**src/hw/rwi_defines.svh**
```systemverilog
// Constants for the reset, watchdog and interrupt entry block
`ifndef RWI_DEFINES_SVH
`define RWI_DEFINES_SVH
`define RWI_RST_VEC      16'hfffe
`define RWI_SP_INIT      16'h00ff
`define RWI_VEC_TOP      16'hfffc
`define RWI_CCR_I        3
`define RWI_DRIVE_CYC    8'd34
`define RWI_SAMPLE_CYC   8'd38
`define RWI_WDOG_LONG    262144
`define RWI_WDOG_SHORT   8192
`define RWI_NSRC         8
`define RWI_CAUSE_POR    8'h80
`define RWI_CAUSE_PIN    8'h40
`define RWI_CAUSE_WDOG   8'h20
`define RWI_CAUSE_ILOP   8'h10
`define RWI_CAUSE_CLK    8'h04
`define RWI_CAUSE_LVD    8'h02
`define RWI_OPT_LONG_RST 1'b1
`endif

```
**src/hw/rwi_pkg.sv**
```systemverilog
// Types for the reset, watchdog and interrupt entry block
package rwi_pkg;
   typedef enum logic [3:0] {
      RWI_DRIVE   = 4'h0,
      RWI_WAIT    = 4'h1,
      RWI_VEC     = 4'h3,
      RWI_RUN     = 4'h2,
      RWI_STACK   = 4'h6,
      RWI_FILL    = 4'h7,
      RWI_UNSTACK = 4'h5
   } rwi_state_t;

   typedef struct packed {
      logic [15:0] pc;
      logic [15:0] sp;
      logic [7:0]  x;
      logic [7:0]  a;
      logic [7:0]  condition_code_register;
   } rwi_cpu_regs_t;

   typedef struct packed {
      logic [15:0] addr;
      logic        rd;
      logic        wr;
      logic [7:0]  wdata;
   } rwi_bus_t;

   typedef struct packed {
      logic [17:0] cnt;
      logic        timeout;
   } rwi_wdog_st_t;

   typedef struct packed {
      rwi_state_t    state;
      logic [7:0]    cnt;
      rwi_cpu_regs_t regs;
      rwi_bus_t      bus;
      logic [15:0]   vbase;
      logic [7:0]    cause;
      logic [7:0]    acc;
      logic          opt_en;
      logic          opt_long;
      logic          opt_locked;
      logic [7:0]    flags;
      logic [2:0]    src;
      logic          regs_load;
      logic          pin_drive;
      logic          in_reset;
      logic          pin_s1;
      logic          pin_s2;
      logic [23:0]   qbytes;
      logic          qvalid;
   } rwi_core_st_t;
endpackage

```
**src/hw/rwi_core.sv**
```systemverilog
// Reset sequencer, write-once options and CPU interrupt entry and return
`timescale 1ns/1ps
`default_nettype none
`include "rwi_defines.svh"
module rwi_core
   import rwi_pkg::*;
#(
   parameter int WDOG_LONG_CYC  = `RWI_WDOG_LONG,
   parameter int WDOG_SHORT_CYC = `RWI_WDOG_SHORT
) (
   input  wire logic                 clk_i,
   input  wire logic                 reset_i,
   input  wire logic                 lvd_i,
   input  wire logic                 illegal_op_i,
   input  wire logic                 clock_loss_i,
   input  wire logic                 debug_reset_i,
   input  wire logic                 reset_pin_i,
   output logic                      reset_pin_o,
   output logic                      reset_pin_oe_n_o,
   input  wire logic                 opt_write_i,
   input  wire logic                 opt_enable_i,
   input  wire logic                 opt_long_i,
   input  wire logic                 cause_write_i,
   input  wire logic                 debug_active_i,
   input  wire logic [7:0]           event_i,
   input  wire logic [7:0]           flag_clr_i,
   input  wire logic [7:0]           irq_en_i,
   input  wire logic                 instr_done_i,
   input  wire logic                 rti_i,
   input  wire rwi_cpu_regs_t        cpu_regs_i,
   input  wire logic [7:0]           mem_rdata_i,
   output rwi_bus_t                  bus_o,
   output rwi_cpu_regs_t             cpu_regs_o,
   output logic                      regs_load_o,
   output logic [23:0]               queue_o,
   output logic                      queue_valid_o,
   output logic                      cpu_hold_o,
   output logic                      periph_reset_o,
   output logic                      clk_self_mode_o,
   output logic [7:0]                reset_cause_o,
   output logic [7:0]                flags_o,
   output logic                      wdog_enable_o,
   output logic                      wdog_long_o
);
   rwi_core_st_t r_reg;
   rwi_core_st_t r_next;
   logic         wdog_to;
   logic [7:0]   hw_cause;
   logic         rst_any;
   logic [7:0]   irq;

   localparam rwi_core_st_t RESET_ST = '{
      state: RWI_DRIVE, cnt: 8'h00, regs: '0, bus: '0, vbase: 16'h0000,
      cause: 8'h00, acc: `RWI_CAUSE_POR, opt_en: 1'b1, opt_long: `RWI_OPT_LONG_RST,
      opt_locked: 1'b0, flags: 8'h00, src: 3'h0, regs_load: 1'b0, pin_drive: 1'b1,
      in_reset: 1'b1, pin_s1: 1'b1, pin_s2: 1'b1, qbytes: 24'h000000, qvalid: 1'b0};

   // Lowest index wins
   function automatic logic [2:0] rwi_pick(input logic [7:0] req);
      logic [2:0] p;
      p = 3'h0;
      for (int i = `RWI_NSRC - 1; i >= 0; i--) begin
         if (req[i]) begin
            p = 3'(i);
         end
      end
      return p;
   endfunction

   // Vectors step down two bytes per source
   function automatic logic [15:0] rwi_vec_addr(input logic [2:0] src);
      return `RWI_VEC_TOP - {12'h000, src, 1'b0};
   endfunction

   rwi_watchdog #(
      .LONG_CYC  (18'(WDOG_LONG_CYC - 1)),
      .SHORT_CYC (18'(WDOG_SHORT_CYC - 1))
   ) u_wdog (
      .clk_i     (clk_i),
      .reset_i   (reset_i),
      .enable_i  (r_reg.opt_en && !r_reg.in_reset),
      .long_i    (r_reg.opt_long),
      .clear_i   (cause_write_i || r_reg.in_reset),
      .suspend_i (debug_active_i),
      .timeout_o (wdog_to)
   );

   always_comb begin
      r_next = r_reg;
      r_next.regs_load = 1'b0;
      r_next.qvalid = 1'b0;
      r_next.bus.rd = 1'b0;
      r_next.bus.wr = 1'b0;
      r_next.cnt = r_reg.cnt + 8'h01;
      r_next.pin_s1 = reset_pin_i;
      r_next.pin_s2 = r_reg.pin_s1;
      // Set wins over clear
      r_next.flags = (r_reg.flags & ~flag_clr_i) | event_i;
      irq = r_reg.flags & irq_en_i;
      hw_cause = (lvd_i ? `RWI_CAUSE_LVD : 8'h00) | (illegal_op_i ? `RWI_CAUSE_ILOP : 8'h00)
               | (clock_loss_i ? `RWI_CAUSE_CLK : 8'h00) | (wdog_to ? `RWI_CAUSE_WDOG : 8'h00);
      rst_any = (|hw_cause) || debug_reset_i || (!r_reg.in_reset && !r_reg.pin_s2);
      if (opt_write_i && !r_reg.opt_locked) begin
         r_next.opt_en = opt_enable_i;
         r_next.opt_long = opt_long_i;
         r_next.opt_locked = 1'b1;
      end
      case (r_reg.state)
         RWI_DRIVE: begin
            r_next.acc = r_reg.acc | hw_cause;
            if (r_reg.cnt == `RWI_DRIVE_CYC - 8'h01) begin
               r_next.pin_drive = 1'b0;
               r_next.state = RWI_WAIT;
               r_next.cnt = 8'h00;
            end
         end
         RWI_WAIT: begin
            r_next.acc = r_reg.acc | hw_cause;
            if (r_reg.cnt == `RWI_SAMPLE_CYC - 8'h01) begin
               r_next.cause = r_reg.acc | hw_cause | (r_reg.pin_s2 ? 8'h00 : `RWI_CAUSE_PIN);
               r_next.acc = 8'h00;
               r_next.vbase = `RWI_RST_VEC;
               r_next.state = RWI_VEC;
               r_next.cnt = 8'h00;
            end
         end
         RWI_VEC: begin
            r_next.bus.rd = r_reg.cnt < 8'h02;
            r_next.bus.addr = r_reg.vbase + {8'h00, r_reg.cnt};
            if (r_reg.cnt == 8'h02) begin
               r_next.regs.pc[15:8] = mem_rdata_i;
            end
            if (r_reg.cnt == 8'h03) begin
               r_next.regs.pc[7:0] = mem_rdata_i;
               r_next.cnt = 8'h00;
               if (r_reg.in_reset) begin
                  r_next.regs.sp = `RWI_SP_INIT;
                  r_next.regs.condition_code_register[`RWI_CCR_I] = 1'b1;
                  r_next.in_reset = 1'b0;
                  r_next.regs_load = 1'b1;
                  r_next.state = RWI_RUN;
               end else begin
                  r_next.state = RWI_FILL;
               end
            end
         end
         RWI_RUN: begin
            r_next.cnt = 8'h00;
            if (instr_done_i) begin
               if (rti_i) begin
                  r_next.regs = cpu_regs_i;
                  r_next.state = RWI_UNSTACK;
               end else if ((|irq) && !cpu_regs_i.condition_code_register[`RWI_CCR_I]) begin
                  r_next.regs = cpu_regs_i;
                  r_next.src = rwi_pick(irq);
                  r_next.state = RWI_STACK;
               end
            end
         end
         RWI_STACK: begin
            r_next.bus.wr = 1'b1;
            r_next.bus.addr = r_reg.regs.sp - {8'h00, r_reg.cnt};
            case (r_reg.cnt)
               8'h00: r_next.bus.wdata = r_reg.regs.pc[7:0];
               8'h01: r_next.bus.wdata = r_reg.regs.pc[15:8];
               8'h02: r_next.bus.wdata = r_reg.regs.x;
               8'h03: r_next.bus.wdata = r_reg.regs.a;
               default: r_next.bus.wdata = r_reg.regs.condition_code_register;
            endcase
            if (r_reg.cnt == 8'h04) begin
               r_next.regs.sp = r_reg.regs.sp - 16'h0005;
               r_next.regs.condition_code_register[`RWI_CCR_I] = 1'b1;
               r_next.vbase = rwi_vec_addr(r_reg.src);
               r_next.state = RWI_VEC;
               r_next.cnt = 8'h00;
            end
         end
         RWI_UNSTACK: begin
            r_next.bus.rd = r_reg.cnt < 8'h05;
            r_next.bus.addr = r_reg.regs.sp + 16'h0001 + {8'h00, r_reg.cnt};
            case (r_reg.cnt)
               8'h02: r_next.regs.condition_code_register = mem_rdata_i;
               8'h03: r_next.regs.a = mem_rdata_i;
               8'h04: r_next.regs.x = mem_rdata_i;
               8'h05: r_next.regs.pc[15:8] = mem_rdata_i;
               8'h06: r_next.regs.pc[7:0] = mem_rdata_i;
               default: ;
            endcase
            if (r_reg.cnt == 8'h06) begin
               r_next.regs.sp = r_reg.regs.sp + 16'h0005;
               r_next.state = RWI_FILL;
               r_next.cnt = 8'h00;
            end
         end
         RWI_FILL: begin
            r_next.bus.rd = r_reg.cnt < 8'h03;
            r_next.bus.addr = r_reg.regs.pc + {8'h00, r_reg.cnt};
            if (r_reg.cnt >= 8'h02) begin
               r_next.qbytes = {r_reg.qbytes[15:0], mem_rdata_i};
            end
            if (r_reg.cnt == 8'h04) begin
               r_next.qvalid = 1'b1;
               r_next.regs_load = 1'b1;
               r_next.state = RWI_RUN;
               r_next.cnt = 8'h00;
            end
         end
         default: begin
            r_next.state = RWI_DRIVE;
            r_next.cnt = 8'h00;
         end
      endcase
      if (rst_any && r_reg.state != RWI_DRIVE) begin
         r_next.state = RWI_DRIVE;
         r_next.cnt = 8'h00;
         r_next.acc = r_reg.acc | hw_cause | (!r_reg.in_reset && !r_reg.pin_s2 ? `RWI_CAUSE_PIN : 8'h00);
         r_next.pin_drive = 1'b1;
         r_next.in_reset = 1'b1;
         r_next.opt_en = 1'b1;
         r_next.opt_long = `RWI_OPT_LONG_RST;
         r_next.opt_locked = 1'b0;
         r_next.flags = 8'h00;
      end
   end

   always_ff @(posedge clk_i or posedge reset_i) begin
      if (reset_i) begin
         r_reg <= RESET_ST;
      end else begin
         r_reg <= r_next;
      end
   end

   assign reset_pin_o      = 1'b0;
   assign reset_pin_oe_n_o = !r_reg.pin_drive;
   assign bus_o            = r_reg.bus;
   assign cpu_regs_o       = r_reg.regs;
   assign regs_load_o      = r_reg.regs_load;
   assign queue_o          = r_reg.qbytes;
   assign queue_valid_o    = r_reg.qvalid;
   assign cpu_hold_o       = r_reg.state != RWI_RUN;
   assign periph_reset_o   = r_reg.in_reset;
   assign clk_self_mode_o  = r_reg.in_reset;
   assign reset_cause_o    = r_reg.cause;
   assign flags_o          = r_reg.flags;
   assign wdog_enable_o    = r_reg.opt_en;
   assign wdog_long_o      = r_reg.opt_long;
endmodule
`default_nettype wire

```
**src/hw/rwi_watchdog.sv**
```systemverilog
// Watchdog counter with service clear, suspend and two periods
`timescale 1ns/1ps
`default_nettype none
`include "rwi_defines.svh"
module rwi_watchdog
   import rwi_pkg::*;
#(
   parameter logic [17:0] LONG_CYC  = 18'(`RWI_WDOG_LONG - 1),
   parameter logic [17:0] SHORT_CYC = 18'(`RWI_WDOG_SHORT - 1)
) (
   input  wire logic clk_i,
   input  wire logic reset_i,
   input  wire logic enable_i,
   input  wire logic long_i,
   input  wire logic clear_i,
   input  wire logic suspend_i,
   output logic      timeout_o
);
   rwi_wdog_st_t r_reg;
   rwi_wdog_st_t r_next;
   logic [17:0]  limit;

   always_comb begin
      limit = long_i ? LONG_CYC : SHORT_CYC;
      r_next = r_reg;
      r_next.timeout = 1'b0;
      if (clear_i || !enable_i) begin
         r_next.cnt = 18'h00000;
      end else if (!suspend_i) begin
         if (r_reg.cnt >= limit) begin
            r_next.timeout = 1'b1;
            r_next.cnt = 18'h00000;
         end else begin
            r_next.cnt = r_reg.cnt + 18'h00001;
         end
      end
   end

   always_ff @(posedge clk_i or posedge reset_i) begin
      if (reset_i) begin
         r_reg <= '0;
      end else begin
         r_reg <= r_next;
      end
   end

   assign timeout_o = r_reg.timeout;
endmodule
`default_nettype wire

```
**config.mk**
```make
export PLATFORM = sky130hd
export DESIGN_NAME = rwi_core
export DESIGN_NICKNAME = d
export VERILOG_FILES = /design/src/hw/rwi_pkg.sv /design/src/hw/rwi_core.sv /design/src/hw/rwi_watchdog.sv
export VERILOG_INCLUDE_DIRS = /design/src /design/src/hw
export SDC_FILE = /design/constraint.sdc
export NUM_CORES = 1
export LEC_CHECK = 0
export BUFFER_PORTS_ARGS = -buffer_cell sky130_fd_sc_hd__buf_2
export CAP_MARGIN = 20
export CORE_MARGIN = 2
export CORE_UTILIZATION = 56
export CTS_CLUSTER_DIAMETER = 150
export CTS_CLUSTER_SIZE = 12
export DETAILED_ROUTE_END_ITERATION = 10
export HOLD_SLACK_MARGIN = 0.08
export PLACE_DENSITY = 0.82
export SLEW_MARGIN = 5
export SYNTH_ARGS = -nofsm -noshare
export SYNTH_HDL_FRONTEND = slang
export SYNTH_SLANG_ARGS = --single-unit
```
**constraint.sdc**
```tcl
create_clock -name clk_i -period 8.15 [get_ports clk_i]
set_clock_uncertainty 0.1 [all_clocks]
set_input_delay 1.63 -clock clk_i [delete_from_list [all_inputs] [get_ports clk_i]]
set_output_delay 1.63 -clock clk_i [all_outputs]
set_load 0.01 [all_outputs]
```
# Word level (Yosys, flattened, before mapping)
# Index checks and enable logic that the tools add are counted.
# classes
addsub	10
reduce_logical	45
magnitude_cmp	5
bitwise	11
mux	72
n_eq_ne	36
# op_table
operator	n
two-way mux 56 bit	3
case mux 16 bit (4 select lines)	2
two-way mux 12 bit	7
case mux 12 bit (7 select lines)	1
two-way mux 16 bit	4
two-way mux 18 bit	3
adder 16 x 8 -> 16 bit	3
case mux 16 bit (3 select lines)	1
two-way mux 8 bit	5
case mux 20 bit (2 select lines)	1
two-way mux 19 bit	2
two-way mux 3 bit	11
two-way mux 32 bit	1
case mux 16 bit (2 select lines)	1
case mux 8 bit (4 select lines)	1
== test 8 x 3 -> 1 bit, second input constant	3
two-way mux 24 bit	1
!= test 3 bit, second input constant	8
!= test 2 bit, second input constant	10
adder 18 x 1 -> 18 bit, second input constant	1
greater-or-equal comparator 18 bit	1
adder 16 x 1 -> 16 bit, second input constant	1
adder 16 x 3 -> 16 bit, second input constant	1
bitwise AND 8 bit	2
51 further kinds	105
# totals
wordCells	209
inputBits	102
reg_bits	189
out_inout_bits	131

# Longest topological paths before layout
# logic_depth
word_depth	10
mapped_depth	16
mapped_depth_nobuf	13

# Cells and area by module
# From an unflattened synthesis, not the netlist that was laid out.
# unflattened
hier_cells	1320
hier_area_um2	11553.6
# by_module_without_submodules
mod	instances	cells_per_inst	seq_area_each_um2	area_each_um2
rwi_core	1	1199	3862.5	10378.7
rwi_watchdog	1	121	475.5	1174.9

# Worst setup path after synthesis
# OpenSTA, ideal clock, no wires.
# synth_timing
path_kind	register -> register
startpoint	register r_reg[168] in the netlist's numbering
endpoint	register r_reg (netlist bit cpu_regs_o[36])
path_slack_ns	4.552
path_stages_with_launch	15
setup_ns	0.126
period_less_slack_ns	3.598
required_time_ns	7.924
arrival_time_ns	3.372
n_path_buf	3
cell_sequence	dfrtp_1 buf_4 and3b_1 inv_2 clkbuf_1 clkbuf_1 ha_1 a21oi_1 nand2b_1 o31ai_1 a21oi_1 a211oi_1 xnor2_1 a221oi_1 nor2_1
# synth_via
elab_chain_len	3
word_cells_on_any_way	13
classes_between	eq/ne: 10; mux: 1; reduce/logical: 2
# synth_lines
element	line_no	source
from (decl)	rwi_core.sv:45	rwi_core_st_t r_reg;
from (signal assigned)	rwi_core.sv:230	r_reg <= r_next;
== test 4 x 2 -> 1 bit or == test 4 x 3 -> 1 bit (tied branches)	rwi_core.sv:108	case (r_reg.state)
!= test 3 bit (no source line), or another cell as far along	--	
AND reduction 7 bit (no source line)	--	
# Several ways; a longest one is shown, not always the timed one.
# A chain may end at the register's enable or synchronous reset.

# Worst setup path after layout
# layout_timing
startpoint	register r_reg[167] in the netlist's numbering
endpoint	register r_reg[167] in the netlist's numbering
# layout_via
elab_chain_len	4
word_cells_on_any_way	20
classes_between	eq/ne: 14; mux: 2; reduce/logical: 4
# layout_lines
element	line_no	source
nonzero test 4 bit	rwi_core.sv:213	if (rst_any && r_reg.state != RWI_DRIVE) begin
logical AND 1 bit	rwi_core.sv:213	
!= test 4 bit (no source line) or != test 3 bit (tied branches)	--	
AND reduction 8 bit (no source line)	--	
# Several ways; a longest one is shown, not always the timed one.

==> results.cfg <==
[status]
status = complete, no violations

[worst_setup_path]
crit_path_max_fanout = 32
cp.arrival_ps = 4350
cp-start-kind = flop
rr_worst_depth = 8
cp-end-kind = flop
path_class = flop to flop
crit_required_ps = 8400

[cells_and_area]
multi_input_area_mm2 = 0.00585
layout.nets = 1574
fillers = 1731
ff_latch_area_mm2 = 0.00434
drive_gt1_frac = 0.225
largest_reg_flops = 56
syn2layout_area_growth_pct = 8.79
fin_area_mm2 = 0.0126
mostFrequentLayoutCells = 229 x buf_2, 166 x dfrtp_1, 162 x a21oi_1, 161 x nor2_1, 109 x nand2_1
final_common_cell = buf_2

[synth]
synth_cell_types = 81
ys_ff_latch = 173
yosysSeqAreaShare = 0.376
synthTopCellsByArea = dfrtp_1 36%, buf_4 8.3%, a21oi_1 7.0%
yosys_most_used_dff = dfrtp_1
synth_edf_count = 0
syn_inst = 1342
avgSynthCellArea_um2 = 8.61
synth_area_leader_cell = dfrtp_1
yosys_warnings = 0
syn_area_mm2 = 0.0115
synth_top_area_frac = 0.360
synth_async_sr_flop_share = 1.00

[clocking]
numClockSinks = 173
clk_path_buf_depth = 2
cts_tree = yes
cts_resized = 0
numCtsBuffers = 17
postCtsHoldBufs = 0
root_buffer = clkbuf_16
cts_setup_buffers = 0
htree_levels = 4
clkTransAtPathRegs_ps = 70
clock_latency_ps = 440

[sta]
relSlewSlack = 0.288
report.final.slew_viol_count = 0
period_share = 0.503
tns_ps = 0
rsz0062_at_grt = no
min_period_ps = 4100
hold_viol_final = 0
setup-violations-final = 0
clock.fmax_mhz = 244
worst_pin_slew_ps = 1070

[grt]
grt_pass1_wl_um = 51400
grt_util_met3 = 0.0590
grt_remaining_overflow = 0
use_met1 = 0.403
grt_max_degree = 101
grt_usage = 0.298
antenna_found_initial = 2
grt_pass1_vias = 9699
grtUsageMet2 = 0.470
grt_busiest_layer = met2

[floorplanning]
fp.dieH_um = 148
initial_core_util = 0.571
fp.dieW_um = 148
num_rows = 52
ios = 233
die_area_mm2 = 0.0218
design.core.area_mm2 = 0.0202

[detailed_routing]
ant_nets = 0
drc = 0
drt_iter0_drc = 1131
viasPerCell = 6.07
avgRoutedWirePerCell_um = 19.4
firstDrtPassIters = 6
routed_wl_um = 33000
vias = 10343

[min_path]
min_path_type = flop to flop
hold_depth = 0

[placed_design]
placement.cell_area_mm2 = 0.0119
placement.io_buffers = 229
globalplace.congestion = 0.949
hpwl_um = 24400

[flow_run]
drv_cap = 0

[pwr]
ir_worst_vdd_mv = 0.152
power.density_mw_per_mm2 = 175
leakagePower_nw = 6.13
layer usage:
layer / up-vias / part of all wire
met5: - / 0
met4: 0 / 0.033
met3: 96 / 0.096
met2: 558 / 0.46
met1: 4908 / 0.41
li1: 4781 / -
critical path, stage by stage, from the launching register on:
cell      delay (ps)
dfrtp_1          740
clkinv_1         430
nor2_1           380
nand2_1          430
inv_1            930
nand2_1          500
o211ai_1         230
a21oi_1           60
o31ai_1          200
metrics by stage:
stage / cells / hold slack, ps / total power, mW / setup slack, ps / util
final: 1703 / 277 / 2.20 / 4050 / 0.621
after global routing: 1703 / 285 / 2.28 / 3760 / 0.621
after CTS: 1700 / 283 / 2.20 / 4150 / 0.620
after detailed placement: 1668 / 267 / 1.33 / 3890 / 0.589
after global placement: 1667 / 256 / 1.32 / 3990 / 0.589
after floorplan: 1344 / 245 / 1.20 / 1740 / -
Yosys cell counts (all sizes together), types with 18 or more instances:
cell,number
a21oi,162
inv,42
dfrtp,166
nand3,35
nand2,109
and2,21
ha,51
buf,147
nor2b,18
o21ai,51
a31oi,29
xnor2,29
clkbuf,38
nor2,162
mux2,28
cell families (layout without fill, tap and decap cells):
| kind of cell | count (synthesis) | after routing | share of synthesized area |
|---|---|---|---|
| xor gates and xnor gates | 37 | 37 | 0.0281 |
| other | 1 | 5 | 0.000325 |
| adders and majority gates | 54 | 54 | 0.0604 |
| buffers and inverters | 229 | 316 | 0.119 |
| AOI/OAI and AO/OA | 380 | 380 | 0.207 |
| and+or+nand+nor | 428 | 428 | 0.172 |
| DFF | 173 | 173 | 0.376 |
| muxes | 40 | 40 | 0.0377 |
area by class of cell:
type | instances | area share
multi-input combinational | 942 | 0.466
sequential | 173 | 0.345
timing repair buffer | 240 | 0.0984
clock buffer | 18 | 0.0350
tap | 270 | 0.0269
clock inverter | 14 | 0.0149
inverter | 44 | 0.0135
antenna | 2 | 0.000398
worst paths after layout:
check | from | to | slack, ps
setup / recovery | r_reg[167] | r_reg[167] | 4050
setup reg to reg | r_reg[167] | r_reg[167] | 4050
hold / removal | r_next[25] | r_reg[25] | 280
min in group asynchronous | reset_i | flags_o[7] | 1280
max in group asynchronous | reset_i | cpu_regs_o[7] | 5170
hold reg to reg | r_next[25] | r_reg[25] | 280
where the power goes:
group | total, mW | internal (mW) | switching [mW]
sequential | 0.934 | 0.887 | 0.0466
clock | 0.876 | 0.478 | 0.398
combinational | 0.387 | 0.141 | 0.246
total | 2.20 | 1.51 | 0.691
No activity file was read; power rests on OpenSTA's default activity.
